`config.mk`:
```
export PLATFORM = sky130hd
export DESIGN_NAME = timer_two_power_ctrl
export DESIGN_NICKNAME = d
export VERILOG_FILES = /design/src/logic/timer_two_pkg.sv /design/src/logic/timer_two_power_ctrl.sv
export SDC_FILE = /design/constraint.sdc
export NUM_CORES = 1
export LEC_CHECK = 0
export BUFFER_PORTS_ARGS = -buffer_cell sky130_fd_sc_hd__buf_2
export CAP_MARGIN = 20
export CELL_PAD_IN_SITES_DETAIL_PLACEMENT = 1
export CELL_PAD_IN_SITES_GLOBAL_PLACEMENT = 1
export CORE_AREA = 2 2 143 145
export CTS_CLUSTER_SIZE = 8
export DETAILED_ROUTE_END_ITERATION = 7
export DIE_AREA = 0 0 145 147
export GPL_TIMING_DRIVEN = 0
export PLACE_DENSITY_LB_ADDON = 0.1
export SYNTH_ARGS = -nofsm -noshare
export SYNTH_HDL_FRONTEND = slang
export SYNTH_SLANG_ARGS = --single-unit
```
`constraint.sdc`:
```
create_clock -name clk_i -period 4.9 [get_ports clk_i]
set_clock_uncertainty 0.05 [all_clocks]
set_input_delay 0.49 -clock clk_i [delete_from_list [all_inputs] [get_ports clk_i]]
set_output_delay 0.49 -clock clk_i [all_outputs]
set_load 0.01 [all_outputs]
```
`src/logic/timer_two_pkg.sv`:
```
// constants for the timer two, uart clock select and power control register block
// assumes a classic wishbone slave with 32-bit data, eight-bit registers in the low byte, 16-bit reload and count in the low half
package timer_two_pkg;
    localparam logic [7:0] baud_reload_off = 8'h9a;
    localparam logic [7:0] timer_two_control_off = 8'hc8;
    localparam logic [7:0] power_control_off = 8'h87;
    localparam logic [7:0] count_off = 8'hcc;
    localparam logic [7:0] reload_off = 8'hca;
    localparam logic [7:0] serial_ctl_off = 8'h98;
    localparam logic [7:0] baud_run_off = 8'h9b;
    localparam logic [7:0] baud_reload_rst = 8'h00;
    localparam logic [7:0] timer_two_control_rst = 8'h00;
    localparam logic [7:0] power_control_rst = 8'h00;
    localparam logic [7:0] serial_ctl_rst = 8'h00;
    localparam logic [15:0] count_rst = 16'h0000;
    // control register bit positions
    localparam int overflow_bit = 7;
    localparam int ext_flag_bit = 6;
    localparam int rx_sel_bit = 5;
    localparam int tx_sel_bit = 4;
    localparam int ext_en_bit = 3;
    localparam int run_bit = 2;
    localparam int counter_sel_bit = 1;
    localparam int capture_sel_bit = 0;
    // power control bit positions
    localparam int doubling_bit = 7;
    localparam int fe_access_bit = 6;
    localparam int reserved_bit = 5;
    localparam int cold_start_bit = 4;
    localparam int gflag_one_bit = 3;
    localparam int gflag_zero_bit = 2;
    localparam int pdown_bit = 1;
    localparam int idle_bit = 0;
    // baud generator
    localparam int baud_div_base = 32;
    localparam int slow_div = 6;
    localparam logic [7:0] reserved_read_val = 8'h00;
endpackage

```
`src/logic/timer_two_power_ctrl.sv`:
```
// timer two control, uart clock selection, baud reload and power control registers
// assumes a classic wishbone master on clk_i and asynchronous pins for trigger and count
//
// Chosen here: register access over Wishbone.
`timescale 1ns/1ps
`default_nettype none

// How it works
// - eight bit baud reload register feeds the baud generator, resets to zero
// - external flag sets on enabled trigger falling edge, causing capture or reload when no uart select is set
// - external flag with interrupt enable requests the timer two interrupt
// - only software clears external flag
// - in modes 1 and 3 receive clock is timer two or timer one overflow
// - in modes 1 and 3 transmit clock is timer two or timer one overflow
// - counter select zero counts peripheral clock, one counts count pin falling edges
// - either uart select leaves overflow auto-reload only; the trigger then neither captures nor reloads
// - capture select zero reloads on overflow and trigger; one captures on trigger
// - doubling bit doubles the uart baud rate in modes 1, 2 and 3
// - frame access select picks mode bit or framing error flag at serial bit 7
// - cold start flag set at power-up, software may set or clear it
// - two general flags are plain software storage
// - power-down request enters power-down, cleared by reset
// - freeze request enters idle, cleared by interrupt or reset
// - bit 5 of power control is reserved and not stored
// - baud rate is 2^double times clock over 32, 256 minus reload, and 6 slow
// - framing error set on bad stop bit, cleared only by software
module timer_two_power_ctrl
    import timer_two_pkg::*;
(
    input wire logic clk_i,
    input wire logic reset_i,
    input wire logic cyc_i,
    input wire logic stb_i,
    input wire logic we_i,
    input wire logic [9:0] adr_i,
    input wire logic [3:0] sel_i,
    input wire logic [31:0] dat_i,
    output logic [31:0] dat_o,
    output logic ack_o,
    input wire logic timer_two_trigger_pin_i,
    input wire logic timer_two_count_pin_i,
    input wire logic power_on_i,
    input wire logic timer_two_int_enable_i,
    input wire logic interrupt_taken_i,
    input wire logic [1:0] serial_mode_i,
    input wire logic timer_one_overflow_i,
    input wire logic stop_bit_bad_i,
    output logic timer_two_irq_o,
    output logic rx_clock_o,
    output logic tx_clock_o,
    output logic baud_tick_o,
    output logic baud_double_o,
    output logic idle_mode_o,
    output logic power_down_o
);
    logic [7:0] baud_reload_r, baud_reload_nxt;
    logic [7:0] timer_two_control_r, timer_two_control_nxt;
    logic [7:0] power_control_r, power_control_nxt;
    logic [15:0] count_r, count_nxt;
    logic [15:0] reload_r, reload_nxt;
    logic [15:0] capture_r, capture_nxt;
    logic [4:0] baud_run_r, baud_run_nxt;
    logic stop_error_r, stop_error_nxt;
    logic mode_bit_r, mode_bit_nxt;
    logic [11:0] presc_r, presc_nxt;
    logic [7:0] baud_cnt_r, baud_cnt_nxt;
    logic ack_r, ack_nxt;
    logic [31:0] dat_r, dat_nxt;
    logic [2:0] pin_raw, pin_s1_r, pin_s2_r, pin_s3_r;
    logic [7:0] addr;
    logic wr;
    logic trig_fall, cnt_fall, pwr_rise, tick, overflow, uart_sel, ext_event, t2_ovf_pulse;
    logic baud_tick;
    logic [11:0] presc_top;

    assign addr = adr_i[9:2];
    assign wr = cyc_i && stb_i && we_i && sel_i[0] && !ack_r;
    // pin order: trigger, count, supply; the third flop only remembers the last level
    assign pin_raw = {power_on_i, timer_two_count_pin_i, timer_two_trigger_pin_i};
    assign trig_fall = pin_s3_r[0] && !pin_s2_r[0];
    assign cnt_fall = pin_s3_r[1] && !pin_s2_r[1];
    assign pwr_rise = pin_s2_r[2] && !pin_s3_r[2];

    // trigger and count idle high like pulled-up pins; resetting them high avoids a false edge
    localparam logic [2:0] pin_idle = 3'h3;
    for (genvar p = 0; p < 3; p++) begin : g_sync
        always_ff @(posedge clk_i or posedge reset_i) begin
            if (reset_i) begin
                pin_s1_r[p] <= pin_idle[p];
                pin_s2_r[p] <= pin_idle[p];
                pin_s3_r[p] <= pin_idle[p];
            end else begin
                pin_s1_r[p] <= pin_raw[p];
                pin_s2_r[p] <= pin_s1_r[p];
                pin_s3_r[p] <= pin_s2_r[p];
            end
        end
    end

    assign uart_sel = timer_two_control_r[rx_sel_bit] || timer_two_control_r[tx_sel_bit];
    // slow generator divides by an extra six
    assign presc_top = baud_run_r[1] ? 12'(baud_div_base - 1) : 12'(baud_div_base * slow_div - 1);

    always_comb begin
        tick = timer_two_control_r[counter_sel_bit] ? cnt_fall : 1'b1;
        tick = tick && timer_two_control_r[run_bit];
        overflow = tick && (count_r == 16'hffff);
        ext_event = trig_fall && timer_two_control_r[ext_en_bit];
        t2_ovf_pulse = overflow;
    end

    always_comb begin
        baud_tick = 1'b0;
        presc_nxt = presc_r;
        baud_cnt_nxt = baud_cnt_r;
        if (baud_run_r[4]) begin
            // doubling halves the prescale
            if (presc_r >= (power_control_r[doubling_bit] ? (presc_top >> 1) : presc_top)) begin
                presc_nxt = 12'h000;
                if (baud_cnt_r == 8'hff) begin
                    baud_cnt_nxt = baud_reload_r;
                    baud_tick = 1'b1;
                end else begin
                    baud_cnt_nxt = baud_cnt_r + 8'h01;
                end
            end else begin
                presc_nxt = presc_r + 12'h001;
            end
        end
    end

    always_comb begin
        count_nxt = count_r;
        capture_nxt = capture_r;
        if (overflow) begin
            count_nxt = reload_r;
        end else if (tick) begin
            count_nxt = count_r + 16'h0001;
        end
        if (ext_event) begin
            if (timer_two_control_r[capture_sel_bit] && !uart_sel) begin
                capture_nxt = count_r;
            end else if (!uart_sel) begin
                count_nxt = reload_r;
            end
        end
        baud_reload_nxt = baud_reload_r;
        timer_two_control_nxt = timer_two_control_r;
        power_control_nxt = power_control_r;
        reload_nxt = reload_r;
        baud_run_nxt = baud_run_r;
        stop_error_nxt = stop_error_r;
        mode_bit_nxt = mode_bit_r;
        if (wr) begin
            case (addr)
                baud_reload_off: begin
                    baud_reload_nxt = dat_i[7:0];
                end
                timer_two_control_off: begin
                    timer_two_control_nxt = dat_i[7:0];
                end
                power_control_off: begin
                    power_control_nxt = dat_i[7:0];
                    power_control_nxt[reserved_bit] = 1'b0;
                end
                reload_off: begin
                    reload_nxt = dat_i[15:0];
                end
                baud_run_off: begin
                    baud_run_nxt = dat_i[4:0];
                end
                count_off: begin
                    count_nxt = dat_i[15:0];
                end
                serial_ctl_off: begin
                    if (power_control_r[fe_access_bit]) begin
                        stop_error_nxt = dat_i[7];
                    end else begin
                        mode_bit_nxt = dat_i[7];
                    end
                end
                default: ;
            endcase
        end
        // hardware sets win over a software clear in the same cycle
        if (t2_ovf_pulse && !uart_sel) begin
            timer_two_control_nxt[overflow_bit] = 1'b1;
        end
        if (ext_event) begin
            timer_two_control_nxt[ext_flag_bit] = 1'b1;
        end
        if (pwr_rise) begin
            power_control_nxt[cold_start_bit] = 1'b1;
        end
        if (stop_bit_bad_i) begin
            stop_error_nxt = 1'b1;
        end
        // a taken interrupt wakes the core even if software writes idle in that cycle
        if (interrupt_taken_i) begin
            power_control_nxt[idle_bit] = 1'b0;
        end
    end

    always_comb begin
        ack_nxt = cyc_i && stb_i && !ack_r;
        dat_nxt = dat_r;
        if (cyc_i && stb_i && !ack_r) begin
            case (addr)
                baud_reload_off: begin
                    dat_nxt = {24'h0, baud_reload_r};
                end
                timer_two_control_off: begin
                    dat_nxt = {24'h0, timer_two_control_r};
                end
                power_control_off: begin
                    dat_nxt = {24'h0, power_control_r[7:6], reserved_read_val[0], power_control_r[4:0]};
                end
                reload_off: begin
                    dat_nxt = {16'h0, reload_r};
                end
                count_off: begin
                    dat_nxt = {capture_r, count_r};
                end
                baud_run_off: begin
                    dat_nxt = {27'h0, baud_run_r};
                end
                serial_ctl_off: begin
                    dat_nxt = {24'h0, power_control_r[fe_access_bit] ? stop_error_r : mode_bit_r, 7'h0};
                end
                default: begin
                    dat_nxt = 32'h0;
                end
            endcase
        end
    end

    always_ff @(posedge clk_i or posedge reset_i) begin
        if (reset_i) begin
            presc_r <= 12'h000;
            baud_cnt_r <= 8'h00;
        end else begin
            presc_r <= presc_nxt;
            baud_cnt_r <= baud_cnt_nxt;
        end
    end

    always_ff @(posedge clk_i or posedge reset_i) begin
        if (reset_i) begin
            timer_two_control_r <= timer_two_control_rst;
            count_r <= count_rst;
            reload_r <= count_rst;
            capture_r <= count_rst;
        end else begin
            timer_two_control_r <= timer_two_control_nxt;
            count_r <= count_nxt;
            reload_r <= reload_nxt;
            capture_r <= capture_nxt;
        end
    end

    always_ff @(posedge clk_i or posedge reset_i) begin
        if (reset_i) begin
            baud_reload_r <= baud_reload_rst;
            power_control_r <= power_control_rst;
            baud_run_r <= 5'h00;
            stop_error_r <= 1'b0;
            mode_bit_r <= 1'b0;
        end else begin
            baud_reload_r <= baud_reload_nxt;
            power_control_r <= power_control_nxt;
            baud_run_r <= baud_run_nxt;
            stop_error_r <= stop_error_nxt;
            mode_bit_r <= mode_bit_nxt;
        end
    end

    always_ff @(posedge clk_i or posedge reset_i) begin
        if (reset_i) begin
            ack_r <= 1'b0;
            dat_r <= 32'h0;
        end else begin
            ack_r <= ack_nxt;
            dat_r <= dat_nxt;
        end
    end

    logic uart_var_mode;
    assign uart_var_mode = serial_mode_i == 2'd1 || serial_mode_i == 2'd3;
    assign ack_o = ack_r;
    assign dat_o = dat_r;
    // updown counting is not built, so the external flag always reaches the request
    assign timer_two_irq_o = timer_two_int_enable_i
        && (timer_two_control_r[overflow_bit] || timer_two_control_r[ext_flag_bit]);
    assign rx_clock_o = uart_var_mode
        && (timer_two_control_r[rx_sel_bit] ? t2_ovf_pulse : timer_one_overflow_i);
    assign tx_clock_o = uart_var_mode
        && (timer_two_control_r[tx_sel_bit] ? t2_ovf_pulse : timer_one_overflow_i);
    assign baud_tick_o = baud_tick;
    assign baud_double_o = power_control_r[doubling_bit] && serial_mode_i != 2'd0;
    assign idle_mode_o = power_control_r[idle_bit];
    assign power_down_o = power_control_r[pdown_bit];
endmodule

`default_nettype wire

```
==> flow_metrics.py <==
metrics = {
    "critical_path": {
        "endpoint_kind": "primary output",
        "worstPathArrival_ns": 2.56,
        "cp_cell_sequence": "or2_2, ha_1, o211ai_1, a21oi_1, o21ai_1, nor2_1, buf_2",
        "path_max_fanout": 7,
        "start_kind": "flop",
        "worstPathRequired_ns": 4.36,
        "slowest_delay_ns": 0.45,
        "crit_type": "flop to primary output",
        "crit_path_top_delay_cell": "dfrtp_1",
    },
    "logic_synthesis": {
        "yosys_warnings": 0,
        "synthesis.nets": 694,
        "synth-seq-cells": 140,
        "synth_area_leaders": "dfrtp_1, mux2_2, nand2_1, nand3_1, mux2_4",
        "async_flop_share": 1.00,
        "syn-cell-area_um2": 6790,
        "syn_area_per_cell_um2": 10.8,
        "synth_top_flop_cell": "dfrtp_1",
        "synth_cells": 627,
        "synth-seq-area-share": 0.517,
        "synth_cell_type_count": 62,
        "yosys.area.top_type_share": 0.494,
        "synth_enable_flop_cells": 0,
        "synth_top_area_cell": "dfrtp_1",
    },
    "hold_path": {
        "min_path_type": "input pin to async pin",
    },
    "timing": {
        "max_freq_mhz": 323,
        "setup_slack_ns": 1.80,
        "maxSlewHeadroom": 0.468,
        "final_hold_viol_count": 0,
        "tns_ns": 0,
        "finalCritPeriodShare": 0.632,
        "post-route-min-period_ns": 3.10,
        "maxSlewViolCount": 0,
        "worstMarginPinSlew_ns": 0.798,
        "finalSetupViolations": 0,
        "rsz0062_at_grt": "no",
    },
    "final_layout": {
        "nFillCells": 2246,
        "diodes": 0,
        "fin_nets": 790,
        "utilization": 0.410,
        "multi_input_comb_area_um2": 3060,
        "mostFrequentLayoutCells": "dfrtp_1, buf_2, nand2_1",
        "final_common_cell": "dfrtp_1",
        "final_cells": 1006,
        "ff_latch_area_um2": 3510,
        "drive_gt1_frac": 0.280,
        "area_delta_synth_final_pct": 19.9,
    },
    "die": {
        "start_util": 0.342,
        "ios": 100,
        "core_um2": 19800,
        "die_area_um2": 21300,
        "die_y_um": 147,
        "die_w_um": 145,
        "rows": 52,
    },
    "routing": {
        "drcViolationCount": 0,
        "drtAntennaViolNets": 0,
        "vias": 5232,
        "wl_met1_mm": 9.68,
        "via_per_inst": 5.20,
        "wl_met3_um": 736,
        "dr.max_layer_used": "met4",
        "first_pass_iters": 4,
        "routedWlPerCell_um": 19.1,
        "drt-total-wl_mm": 19.2,
        "drt_iter0_drc": 252,
        "wl_met2_mm": 8.63,
    },
    "status": {
        "outcome": "complete, no violations",
    },
    "clock_tree": {
        "clock_sinks": 140,
        "path_clk_slew_ns": 0.06,
        "root_buffer": "clkbuf_16",
        "clock_latency_ns": 0.43,
        "cts-htree-levels": 4,
        "cts_setup_buffers": 0,
        "clockBufferDepth": 2,
        "cts_made_buffers": 17,
        "cts_tree": "built",
        "cts_resized": 0,
        "cts_hold_buf": 0,
    },
    "power_and_ir_drop": {
        "powerDensity_nw_per_um2": 327,
        "ir_drop_mv": 0.232,
        "cellLeakagePower_nw": 3.86,
        "total_power_w": 0.00266,
    },
    "global_routing": {
        "grt_pass1_wl_mm": 30.8,
        "first_global_vias": 5393,
        "grt_usage": 0.187,
        "grt.overflow.total": 0,
        "grt_antenna_before_repair": 0,
        "grt_max_degree": 90,
    },
    "place": {
        "io_buffers": 76,
        "dp_cells": 974,
        "place.gp.congestion": 0.795,
        "dp_hpwl_mm": 14.4,
        "dp_slack_ns": 2.07,
    },
    "flow_run": {
        "maxCapViolCount": 0,
    },
}
path summary, 6_finish.rpt:
check | cells after the start | to | start | slack [ns]
setup / recovery | 7 | baud_tick_o | power_control_r[7] | 1.80
hold / removal | 2 | baud_reload_r[7] | reset_i | 0.05
setup reg to reg | 8 | baud_cnt_r[1] | power_control_r[7] | 2.05
hold reg to reg | 0 | pin_s2_r[2] | pin_s1_r[2] | 0.30
max in group asynchronous | 3 | pin_s1_r[0] | reset_i | 3.90
min in group clk_i | 1 | pin_s1_r[0] | timer_two_trigger_pin_i | 0.11
worst max-delay path, delay by kind of cell, from the launching register on:
kind                     cells  cell delay [ns]
adder cells (fa/ha/maj)      1             0.30
AND/OR/NAND/NOR              2             0.48
buffers and inverters        1             0.14
AO/OA/AOI/OAI                3             0.77
flip-flops                   1             0.45
per-stage QoR:
| stage | hold WS [ns] | area [um2] |
|---|---|---|
| finish | 0.0488 | 8140 |
| global route | 0.0769 | 8140 |
| CTS | 0.0599 | 8140 |
| detailed placement | 0.290 | 7540 |
| global placement | 0.286 | 7510 |
| floorplan | 0.281 | 6790 |
flip-flops by register name, summed over array words and instances, names as in the netlist, 8 cells and up:
register             count
presc_r                 12
capture_r               16
dat_o                   32
timer_two_control_r      8
count_r                 16
reload_r                16
baud_reload_r            8
baud_cnt_r               8
final cells by class:
cell class	count	share of cell area
sequential	140	0.431
multi-input combinational	446	0.375
clock buffer	19	0.0532
timing repair buffer	77	0.0501
tap	270	0.0415
buffer	32	0.0235
clock inverter	13	0.0206
inverter	9	0.00476
per-layer routing:
| metal | global-route usage | vias to the layer above |
|---|---|---|
| met5 | 0 | - |
| met4 | 0.0515 | 0 |
| met3 | 0.0391 | 14 |
| met2 | 0.286 | 93 |
| met1 | 0.271 | 2661 |
| li1 | - | 2464 |
cells in the mapped netlist, types with 2 or more instances:
cell / number
a22oi_1: 9
a221oi_1: 8
nand2_1: 80
o2bb2ai_1: 3
xnor2_1: 6
a31oi_1: 9
a211o_1: 2
nor3_1: 9
buf_6: 3
xor2_1: 11
and4_1: 3
buf_2: 7
o22ai_1: 7
nand2b_1: 5
or2_2: 2
and3_1: 15
ha_1: 7
a21boi_0: 2
buf_4: 3
nand3_1: 53
o21a_1: 4
and2_1: 2
clkbuf_1: 15
dfstp_2: 6
o211ai_1: 9
nor2_1: 36
a211oi_1: 3
o21ai_0: 22
nand3b_1: 3
nor2b_1: 3
nand4_1: 10
dfrtp_1: 134
or3_1: 3
mux2_4: 16
inv_1: 8
nor3b_2: 3
mux2_2: 47
a21oi_1: 19
mux2i_1: 17
cell families after synthesis:
kind of cell	count (synthesis)	share of synthesized area
adders and majority gates	7	0.0129
DFF	140	0.517
buffers and inverters	41	0.0332
and+or+nand+nor	239	0.178
xor gates and xnor gates	17	0.0219
AOI/OAI and AO/OA	103	0.0987
muxes	80	0.138
where the power goes:
| group | internal (W) | switching (W) |
|---|---|---|
| logic | 0.0000488 | 0.0000857 |
| clock network | 0.000803 | 0.000527 |
| registers | 0.00118 | 0.0000182 |
(Power assumes the default switching activity.)
